File: config.mk
export PLATFORM = sky130hd
export DESIGN_NAME = fpprg_ctrl
export DESIGN_NICKNAME = d
export VERILOG_FILES = /design/src/common/fpprg_pkg.sv /design/src/rtl/fpprg_image.sv /design/src/rtl/fpprg_ctrl.sv
export SDC_FILE = /design/constraint.sdc
export NUM_CORES = 2
export LEC_CHECK = 0
export BUFFER_PORTS_ARGS = -buffer_cell sky130_fd_sc_hd__buf_4
export CELL_PAD_IN_SITES_DETAIL_PLACEMENT = 0
export CELL_PAD_IN_SITES_GLOBAL_PLACEMENT = 1
export CORE_UTILIZATION = 30
export CTS_CLUSTER_DIAMETER = 80
export CTS_CLUSTER_SIZE = 30
export DETAILED_ROUTE_END_ITERATION = 10
export GPL_ROUTABILITY_DRIVEN = 0
export PLACE_DENSITY_LB_ADDON = 0.1
export SLEW_MARGIN = 5
export SYNTH_ARGS = -nofsm -noshare
export SYNTH_HDL_FRONTEND = slang
export SYNTH_SLANG_ARGS = --single-unit
File: constraint.sdc
create_clock -name clk_sys -period 7.6 [get_ports clk_sys]
set_input_delay 0.76 -clock clk_sys [delete_from_list [all_inputs] [get_ports clk_sys]]
set_output_delay 0.76 -clock clk_sys [all_outputs]
set_load 0.02 [all_outputs]
File: src/common/fpprg_pkg.sv
package fpprg_pkg;
    // ------------------------------------------------------------
    // Clock and timing
    // ------------------------------------------------------------
    localparam int CLK_MHZ          = 250;
    localparam int T_GAP_MIN_US     = 1;     // Supply/select spacing, least
    localparam int T_GAP_MAX_US     = 1000;  // Supply/select spacing, most
    localparam int T_PULSE_MIN_US   = 15;
    localparam int T_PULSE_NOM_US   = 25;
    localparam int T_PULSE_MAX_US   = 100;
    localparam int T_PULSE_SURE_US  = 98;
    localparam int DUTY_MAX_PCT     = 35;
    localparam int DUTY_NOM_PCT     = 25;
    localparam int PULSE_NOM_CYC    = T_PULSE_NOM_US * CLK_MHZ;
    localparam int GAP_NOM_CYC      = T_GAP_MIN_US * CLK_MHZ * 2;
    localparam int US_CYC           = T_GAP_MIN_US * CLK_MHZ;
    localparam int GAP_MAX_CYC      = T_GAP_MAX_US * CLK_MHZ;
    localparam int PULSE_MIN_CYC    = T_PULSE_MIN_US * CLK_MHZ;
    localparam int PULSE_MAX_CYC    = T_PULSE_MAX_US * CLK_MHZ;
    // Off time so pulse/(pulse+off) stays at the nominal duty
    localparam int OFF_NOM_CYC      = PULSE_NOM_CYC * (100 - DUTY_NOM_PCT) / DUTY_NOM_PCT;
    localparam int CNT_W            = 20;

    // ------------------------------------------------------------
    // Device polarity
    // ------------------------------------------------------------
    localparam logic BLANK_LOW_VARIANT  = 1'b0;  // Blank low, fuses to high
    localparam logic BLANK_HIGH_VARIANT = 1'b1;  // Blank high, fuses to low

    typedef enum logic [3:0] {
        FP_IDLE    = 4'h0,
        FP_ADDR    = 4'h1,
        FP_READ    = 4'h2,
        FP_CHECK   = 4'h3,
        FP_DESEL   = 4'h4,
        FP_VPP_UP  = 4'h5,
        FP_PULSE   = 4'h6,
        FP_CS_OFF  = 4'h7,
        FP_VPP_DN  = 4'h8,
        FP_SETTLE  = 4'h9,
        FP_COOL    = 4'ha,
        FP_VERIFY  = 4'hb,
        FP_FINAL   = 4'hc,
        FP_DONE    = 4'hd
    } fpprg_state_t;

    typedef enum logic [1:0] {
        FP_VCC_NORM = 2'h0,
        FP_VCC_PROG = 2'h1,
        FP_VCC_LOW  = 2'h2,
        FP_VCC_HIGH = 2'h3
    } fpprg_vcc_t;

    // Pins toward the device
    typedef struct packed {
        logic [8:0]  addr;
        logic        cs_n;
        fpprg_vcc_t  vcc_sel;
        logic [7:0]  target_output_fuse_level;  // Pull selected output low
        logic [7:0]  term_en;                   // Load on unselected outputs
    } fpprg_pins_t;
endpackage

File: src/rtl/fpprg_image.sv
`timescale 1ns/100ps
// Image of intended contents, written before a run, read by the sequencer.
module fpprg_image #(
    parameter int AW = 9,
    parameter int DW = 8
) (
    input  wire logic          clk_sys,  // System clock
    input  wire logic          wr_en,    // Write strobe
    input  wire logic [AW-1:0] wr_addr,  // Write address
    input  wire logic [DW-1:0] wr_data,  // Write data
    input  wire logic [AW-1:0] rd_addr,  // Read address
    output logic      [DW-1:0] rd_data   // Registered read data
);
    logic [DW-1:0] mem [0:(1<<AW)-1];

    always_ff @(posedge clk_sys) begin
        if (wr_en) begin
            mem[wr_addr] <= wr_data;
        end
        rd_data <= mem[rd_addr];
    end
endmodule

File: src/rtl/fpprg_ctrl.sv
`timescale 1ns/100ps
// What this block does
// - At normal supply, address word and skip bits needing no fuse.
// - Drive chip selects high before fusing.
// - One bit per pulse; only its output pulled low, others terminated.
// - Raise supply to programming level before enabling chip selects.
// - Chip selects low 1 us to 1 ms after supply reaches level.
// - Pulse width 15 to 100 us, 25 nominal.
// - After the pulse, return chip selects high.
// - Lower supply 1 us to 1 ms after chip selects go high.
// - Verify read only 1 us after supply settles normal.
// - Repeat per bit, duty cycle at most 35 percent.
// - After all words, read back every word at both supply limits.
// - At most one fusing attempt per bit.
module fpprg_ctrl
    import fpprg_pkg::*;
#(
    parameter int AW          = 9,
    parameter int DW          = 8,
    parameter int PULSE_CYC   = PULSE_NOM_CYC,  // Fuse pulse length
    parameter int GAP_CYC     = GAP_NOM_CYC,    // Supply/select spacing
    parameter int OFF_CYC     = OFF_NOM_CYC,    // Rest between pulses
    parameter logic BLANK_HIGH = BLANK_LOW_VARIANT
) (
    input  wire logic              clk_sys,    // 250 MHz clock
    input  wire logic              arst_n,     // Async reset, active low
    input  wire logic              img_wr,     // Image write strobe
    input  wire logic [AW-1:0]     img_addr,   // Image write address
    input  wire logic [DW-1:0]     img_data,   // Image write data
    input  wire logic              start,      // Start pulse, runs from idle; in done returns to idle
    input  wire logic [DW-1:0]     dev_q,      // Device outputs, read back
    output fpprg_pkg::fpprg_pins_t pins,       // Pins toward the device
    output logic                   busy,       // Run in progress
    output logic                   done,       // Run finished, level
    output logic                   err,        // Mismatch seen, sticky
    output logic      [AW-1:0]     err_addr    // First mismatching word
);
    import fpprg_pkg::*;

    initial begin
        if (PULSE_CYC < PULSE_MIN_CYC || PULSE_CYC > PULSE_MAX_CYC) begin
            $error("pulse length out of range");
        end
        if (GAP_CYC < US_CYC || GAP_CYC > GAP_MAX_CYC) begin
            $error("supply spacing out of range");
        end
        if (OFF_CYC * DUTY_MAX_PCT < PULSE_CYC * (100 - DUTY_MAX_PCT)) begin
            $error("duty cycle above limit");
        end
        if (AW > 9 || DW > 8 || AW < 1 || DW < 1) begin
            $error("width unsupported");
        end
    end

    // ------------------------------------------------------------
    // State
    // ------------------------------------------------------------
    typedef struct packed {
        fpprg_state_t st;
        logic [CNT_W-1:0] cnt;
        logic [AW-1:0]    addr;
        logic [2:0]       bit_i;
        logic             pass_hi;  // Second final-check pass
        logic             err;
        logic [AW-1:0]    err_addr;
        logic [DW-1:0]    rd;
        fpprg_pins_t      pins;
    } fpprg_regs_t;

    fpprg_regs_t s_q, s_d;
    logic [DW-1:0] want;

    fpprg_image #(.AW(AW), .DW(DW)) u_img (
        .clk_sys (clk_sys),
        .wr_en   (img_wr),
        .wr_addr (img_addr),
        .wr_data (img_data),
        .rd_addr (s_q.addr),
        .rd_data (want)
    );

    // Blank level of one bit of this variant
    function automatic logic blank_lvl();
        return BLANK_HIGH;
    endfunction

    function automatic logic [CNT_W-1:0] cyc(input int n);
        return CNT_W'(n - 1);
    endfunction

    localparam logic [2:0] LAST_BIT = 3'(DW - 1);
    localparam logic [AW-1:0] LAST_ADDR = {AW{1'b1}};

    always_comb begin
        s_d = s_q;
        if (s_q.cnt != '0) begin
            s_d.cnt = s_q.cnt - 1'b1;
        end else begin
            unique case (s_q.st)
                FP_IDLE: begin
                    if (start) begin
                        s_d.st = FP_ADDR;
                        s_d.addr = '0;
                        s_d.bit_i = '0;
                        s_d.err = 1'b0;
                        s_d.pass_hi = 1'b0;
                    end
                end
                FP_ADDR: begin
                    // Normal supply, word addressed, select low to read
                    s_d.pins.vcc_sel = FP_VCC_NORM;
                    s_d.pins.addr = 9'(s_q.addr);
                    s_d.pins.cs_n = 1'b0;
                    s_d.st = FP_READ;
                    s_d.cnt = cyc(US_CYC);
                end
                FP_READ: begin
                    s_d.rd = dev_q;
                    s_d.st = FP_CHECK;
                end
                FP_CHECK: begin
                    // Fuse only a bit still blank whose target differs; else skip
                    if (want[s_q.bit_i] != blank_lvl()
                        && s_q.rd[s_q.bit_i] == blank_lvl()) begin
                        s_d.st = FP_DESEL;
                    end else if (s_q.bit_i == LAST_BIT) begin
                        s_d.bit_i = '0;
                        if (s_q.addr == LAST_ADDR) begin
                            s_d.st = FP_FINAL;
                            s_d.pins.vcc_sel = FP_VCC_LOW;
                            s_d.addr = '0;
                            s_d.cnt = cyc(GAP_CYC);
                        end else begin
                            s_d.addr = s_q.addr + 1'b1;
                            s_d.st = FP_ADDR;
                        end
                    end else begin
                        s_d.bit_i = s_q.bit_i + 1'b1;
                    end
                end
                FP_DESEL: begin
                    s_d.pins.cs_n = 1'b1;
                    s_d.pins.target_output_fuse_level = 8'h00;
                    s_d.pins.target_output_fuse_level[s_q.bit_i] = 1'b1;
                    s_d.pins.term_en = ~s_d.pins.target_output_fuse_level;
                    s_d.st = FP_VPP_UP;
                    s_d.cnt = cyc(US_CYC);
                end
                FP_VPP_UP: begin
                    s_d.pins.vcc_sel = FP_VCC_PROG;
                    s_d.st = FP_PULSE;
                    s_d.cnt = cyc(GAP_CYC);
                end
                FP_PULSE: begin
                    s_d.pins.cs_n = 1'b0;
                    s_d.st = FP_CS_OFF;
                    s_d.cnt = cyc(PULSE_CYC);
                end
                FP_CS_OFF: begin
                    s_d.pins.cs_n = 1'b1;
                    s_d.st = FP_VPP_DN;
                    s_d.cnt = cyc(GAP_CYC);
                end
                FP_VPP_DN: begin
                    s_d.pins.vcc_sel = FP_VCC_NORM;
                    s_d.pins.target_output_fuse_level = 8'h00;
                    s_d.pins.term_en = 8'hff;
                    s_d.st = FP_SETTLE;
                    s_d.cnt = cyc(GAP_CYC);
                end
                FP_SETTLE: begin
                    s_d.pins.cs_n = 1'b0;
                    s_d.st = FP_VERIFY;
                    s_d.cnt = cyc(US_CYC);
                end
                FP_VERIFY: begin
                    // Flag, never re-pulse
                    if (dev_q[s_q.bit_i] == blank_lvl() && !s_q.err) begin
                        s_d.err = 1'b1;
                        s_d.err_addr = s_q.addr;
                    end
                    s_d.rd = dev_q;
                    s_d.rd[s_q.bit_i] = ~blank_lvl();  // Bit done, no retry
                    s_d.st = FP_COOL;
                    s_d.cnt = cyc(OFF_CYC);
                end
                FP_COOL: begin
                    s_d.st = FP_CHECK;
                end
                FP_FINAL: begin
                    s_d.pins.cs_n = 1'b0;
                    s_d.pins.addr = 9'(s_q.addr);
                    if (s_q.pins.addr == 9'(s_q.addr) && !s_q.pins.cs_n) begin
                        if (dev_q != want && !s_q.err) begin
                            s_d.err = 1'b1;
                            s_d.err_addr = s_q.addr;
                        end
                        if (s_q.addr == LAST_ADDR) begin
                            s_d.addr = '0;
                            s_d.pins.cs_n = 1'b1;
                            if (s_q.pass_hi) begin
                                s_d.st = FP_DONE;
                                s_d.pins.vcc_sel = FP_VCC_NORM;
                            end else begin
                                s_d.pass_hi = 1'b1;
                                s_d.pins.vcc_sel = FP_VCC_HIGH;
                                s_d.cnt = cyc(GAP_CYC);
                            end
                        end else begin
                            s_d.addr = s_q.addr + 1'b1;
                        end
                    end else begin
                        s_d.cnt = cyc(US_CYC);  // Access settle
                    end
                end
                FP_DONE: begin
                    s_d.pins.cs_n = 1'b1;
                    if (start) begin
                        s_d.st = FP_IDLE;
                    end
                end
                default: s_d.st = FP_IDLE;
            endcase
        end
    end

    always_ff @(posedge clk_sys or negedge arst_n) begin
        if (!arst_n) begin
            s_q <= '{st: FP_IDLE, cnt: '0, addr: '0, bit_i: '0, pass_hi: 1'b0,
                     err: 1'b0, err_addr: '0, rd: '0,
                     pins: '{addr: '0, cs_n: 1'b1, vcc_sel: FP_VCC_NORM,
                             target_output_fuse_level: 8'h00, term_en: 8'hff}};
        end else begin
            s_q <= s_d;
        end
    end

    assign pins     = s_q.pins;
    assign busy     = (s_q.st != FP_IDLE) && (s_q.st != FP_DONE);
    assign done     = (s_q.st == FP_DONE);
    assign err      = s_q.err;
    assign err_addr = s_q.err_addr;

    // ------------------------------------------------------------
    // Checks
    // ------------------------------------------------------------
    property p_desel_before_vpp;
        @(posedge clk_sys) disable iff (!arst_n)
        (pins.vcc_sel == FP_VCC_PROG && $past(pins.vcc_sel) != FP_VCC_PROG) |-> pins.cs_n;
    endproperty
    a_desel_before_vpp: assert property (p_desel_before_vpp)
        else $error("supply raised with select low");

    property p_one_bit;
        @(posedge clk_sys) disable iff (!arst_n)
        (pins.vcc_sel == FP_VCC_PROG) |-> $onehot(pins.target_output_fuse_level)
            && (pins.term_en == ~pins.target_output_fuse_level);
    endproperty
    a_one_bit: assert property (p_one_bit)
        else $error("not exactly one bit driven");

    property p_cs_only_at_vpp;
        @(posedge clk_sys) disable iff (!arst_n)
        ($fell(pins.cs_n) && pins.target_output_fuse_level != 8'h00)
            |-> pins.vcc_sel == FP_VCC_PROG;
    endproperty
    a_cs_only_at_vpp: assert property (p_cs_only_at_vpp)
        else $error("pulse without programming supply");

    property p_gap_before_pulse;
        @(posedge clk_sys) disable iff (!arst_n)
        $rose(pins.vcc_sel == FP_VCC_PROG) |-> pins.cs_n [*2];
    endproperty
    a_gap_before_pulse: assert property (p_gap_before_pulse)
        else $error("select enabled too soon");

    // Spans too long for a delay range are counted here instead
    logic [CNT_W-1:0] pulse_len_q;
    logic [CNT_W-1:0] vpp_hold_q;

    always_ff @(posedge clk_sys or negedge arst_n) begin
        if (!arst_n) begin
            pulse_len_q <= '0;
            vpp_hold_q  <= '0;
        end else begin
            if (!pins.cs_n && pins.vcc_sel == FP_VCC_PROG) begin
                pulse_len_q <= pulse_len_q + 1'b1;
            end else begin
                pulse_len_q <= '0;
            end
            if (pins.cs_n && pins.vcc_sel == FP_VCC_PROG && pulse_len_q != '0) begin
                vpp_hold_q <= 20'h00001;
            end else if (pins.vcc_sel == FP_VCC_PROG && vpp_hold_q != '0) begin
                vpp_hold_q <= vpp_hold_q + 1'b1;
            end else begin
                vpp_hold_q <= '0;
            end
        end
    end

    property p_pulse_ends;
        @(posedge clk_sys) disable iff (!arst_n)
        pulse_len_q <= CNT_W'(PULSE_MAX_CYC);
    endproperty
    a_pulse_ends: assert property (p_pulse_ends)
        else $error("pulse too long");

    property p_pulse_min;
        @(posedge clk_sys) disable iff (!arst_n)
        ($fell(pins.cs_n) && pins.vcc_sel == FP_VCC_PROG) |-> !pins.cs_n [*8];
    endproperty
    a_pulse_min: assert property (p_pulse_min)
        else $error("pulse cut short");

    property p_vpp_drop;
        @(posedge clk_sys) disable iff (!arst_n)
        vpp_hold_q <= CNT_W'(GAP_MAX_CYC);
    endproperty
    a_vpp_drop: assert property (p_vpp_drop)
        else $error("supply not lowered in time");

    property p_verify_wait;
        @(posedge clk_sys) disable iff (!arst_n)
        $fell(pins.vcc_sel == FP_VCC_PROG) |-> pins.cs_n [*2];
    endproperty
    a_verify_wait: assert property (p_verify_wait)
        else $error("verify too soon");
endmodule

==> run metrics <==
drt via density=a little over 5; Final period util=0.777; CTS clk-pin slew, worst paths=0.09 ns; top-count cell post-synth=edfxtp_1; peak supply drop=0.220 mV; vias in the first global route=around 83000; IO Port Bufs=68; syn_area_per_cell=just under 20 µm²; die width=742 µm; GRT overflow=0; first-pass iteration count of the detailed router=6; Net Sw Frac=0.227; max-cap viol count=0; flops & latches, synth=4187; chip height=742 µm; Final #Nets=8448; worst slew pin tran=roughly 1.3 ns; fill count=51300; CP startpoint kind=flop; vias after detailed routing=81800; Setup Buffers After CTS=0; required time of the critical path=8.54 ns; Yosys top cell area share=0.749; Ys Warns=0; number of synthesized flops with an enable pin=approximately 4100; Tot GR Track Use=0.180; Wirelength per Cell=31.9 µm; top post-synthesis cells by area=edfxtp_1, mux4_2, mux2i_1, o221ai_1, nor2_1; syn_nets=~8500; power per cell area=228 mW/mm²; critical path capture point type=flop; Pleak=0.0516 µW; Layout area overhead=10.9%; Yosys cell types=76; total core area=0.545 mm²; initial antenna violation count=35; Final Skew=0.0716 ns; Synth Area in Adders=0.000457; Final Critical Period=5.90 ns; initial core utilization=0.301; Seq/Total Area, Yosys=0.763; Cell Rows=271; Synth top cells by count=edfxtp_1, mux2i_1, mux4_2; DP HPWL=about 310000 µm; first-pass GRT wire length=~700000 µm; mux share of post-synthesis cell area=0.143; Comb power frac=0.015; Place WS=1.71 ns; RSZ-0062 raised after global routing=false; Seq pwr share=0.610; Post-CTS Hold Fix Bufs=3; H-tree lvl count=4; largest family of logic cells by synthesized area=multiplexers; post-synthesis async set-or-reset flop share=0.0198; mapped cell area=0.164 mm²; crit-path max FO=39; Slew headroom=0.114; final setup fails=0; post-synthesis simple-gate area fraction=0.0285; WP data arrival=6.84 ns; # DRC=0; CTS tree=built; cell taking the most area after synthesis=edfxtp_1; clock power share=0.375; worst-case clock buffer depth=4; Synth Area in Compound Gates=0.0464; Die ar.=0.550 mm²; status=finished clean; Iter 0 DRT Violations=7461; largest net degree at the start of global routing=~180; Pins Over Slew Limit=0; final antenna-violating net count=0; Mapped Cells=8462; internal power=32100 µW; Ports=69; f_max=169 MHz; post-cts resize count=0; number of buffers created by CTS=between 200 and 250; Setup CP Type=reg -> reg; ys flop type=edfxtp_1; P_sw=9430 µW; post-synthesis xor/xnor area fraction=0.00133; Clk Latency, worst-skew pair=1.01 ns; Hold Crit Class=in -> reg; wirelength, routed=506000 µm; Final Hold Viols=0; share of layout cells above drive strength 1=0.171; PnR worst setup slack=1.70 ns; aggregate negative setup slack=0 ns; Clock Sinks=4187; clock root cell=clkbuf_16
==> layout by cell type, fill, tap and decap left out, types with 15 or more instances in the layout <==
cell and n:
a211oi_1 23, a21oi_1 210, a22oi_1 54, and3_1 15
buf_12 43, buf_4 231, clkbuf_16 241, clkinv_2 15
clkinv_8 34, dfrtp_1 67, diode_2 17, edfxtp_1 4096
inv_12 23, inv_6 23, inv_8 27, mux2_2 22
mux2i_1 801, mux4_2 675, nand2_1 160, nand2b_1 17
nand3_1 32, nand4_1 43, nor2_1 597, nor2b_1 21
nor3_1 73, nor4_1 25, o21ai_0 158, o221ai_1 363
o22ai_1 174, o31ai_1 19, or3_1 15
==> cells by family (layout without fill, tap and decap cells) <==
| kind of cell | count (synthesis) | in the layout |
|---|---|---|
| AND/OR/NAND/NOR | 1068 | 1068 |
| AO/OA/AOI/OAI | 1093 | 1093 |
| other | 0 | 17 |
| buffers and inverters | 585 | 736 |
| multiplexers | 1498 | 1498 |
| flip-flops | 4187 | 4187 |
| adder cells (fa/ha/maj) | 6 | 6 |
| XOR/XNOR | 25 | 25 |
==> final cells by class <==
type                            count  area [µm²]  area share
Multi-Input combinational cell   3690       36300       0.199
Inverter                           11        48.8    0.000268
Sequential cell                  4187      125000       0.688
Clock buffer                      250        6070      0.0334
Clock inverter                    190        2610      0.0144
Timing Repair Buffer              285        2750      0.0151
Antenna cell                       17        42.5    0.000234
Tap cell                         7234        9050      0.0497
==> through the flow <==
step / util / cell area, µm² / total power, µW / instances / hold WS (ns)
floorplan: - / 164000 / 25900 / 8462 / 0.440
global placement: 0.318 / 173000 / 26500 / 15400 / 0.454
detailed placement: 0.318 / 173000 / 26500 / 15400 / 0.464
CTS: 0.334 / 182000 / 42100 / 15800 / 0.00244
global route: 0.334 / 182000 / 42800 / 15800 / 0.0465
finish: 0.334 / 182000 / 41500 / 15900 / 0.112
==> routing by layer <==
metal / vias up / GRT usage / share of wire
li1: 34800 / - / -
met1: 44500 / 0.253 / 0.45
met2: 2059 / 0.288 / 0.47
met3: 504 / 0.0328 / 0.053
met4: 14 / 0.0429 / 0.026
met5: - / 0 / 0.00021
==> flip-flops by register name (all words and copies together), names as in the netlist <==
name and count:
err 1, err_addr 9, pins 28, s_q 45
u_img.mem 4096, u_img.rd_data 8
==> worst max-delay path, stage by stage (launching register included) <==
cell and delay [ns]:
dfrtp_4 1.16, buf_4 0.69, mux2i_1 0.16, o221ai_1 0.29, o22ai_1 0.14, o21ai_0 0.97, nand4_1 0.62, a2111oi_1 1.31
buf_4 0.26, o221a_2 0.16
==> power by group through the flow <==
| stage | combinational (µW) | sequential [µW] | clock [µW] |
|---|---|---|---|
| floorplan | 49.0 | 25900 | 0 |
| global placement | 615 | 25900 | 0 |
| detailed placement | 641 | 25900 | 0 |
| CTS | 642 | 25300 | 16100 |
| global route | 659 | 25300 | 16800 |
| finish | 614 | 25300 | 15600 |
==> final timing paths <==
| kind | startpoint | endpoint | slack [ns] | depth (start not counted) |
|---|---|---|---|---|
| setup / recovery | s_q[50] | u_img.rd_data[1] | 1.70 | 9 |
| hold reg to reg | s_q[78] | s_q[78] | 0.48 | 1 |
| max in group asynchronous | arst_n | s_q[51] | 6.08 | 3 |
| setup reg to reg | s_q[50] | u_img.rd_data[1] | 1.70 | 9 |
| hold / removal | dev_q[7] | s_q[35] | 0.11 | 3 |
| min in group asynchronous | arst_n | pins[8] | 0.26 | 2 |
Power figures use the tool's default switching activity.
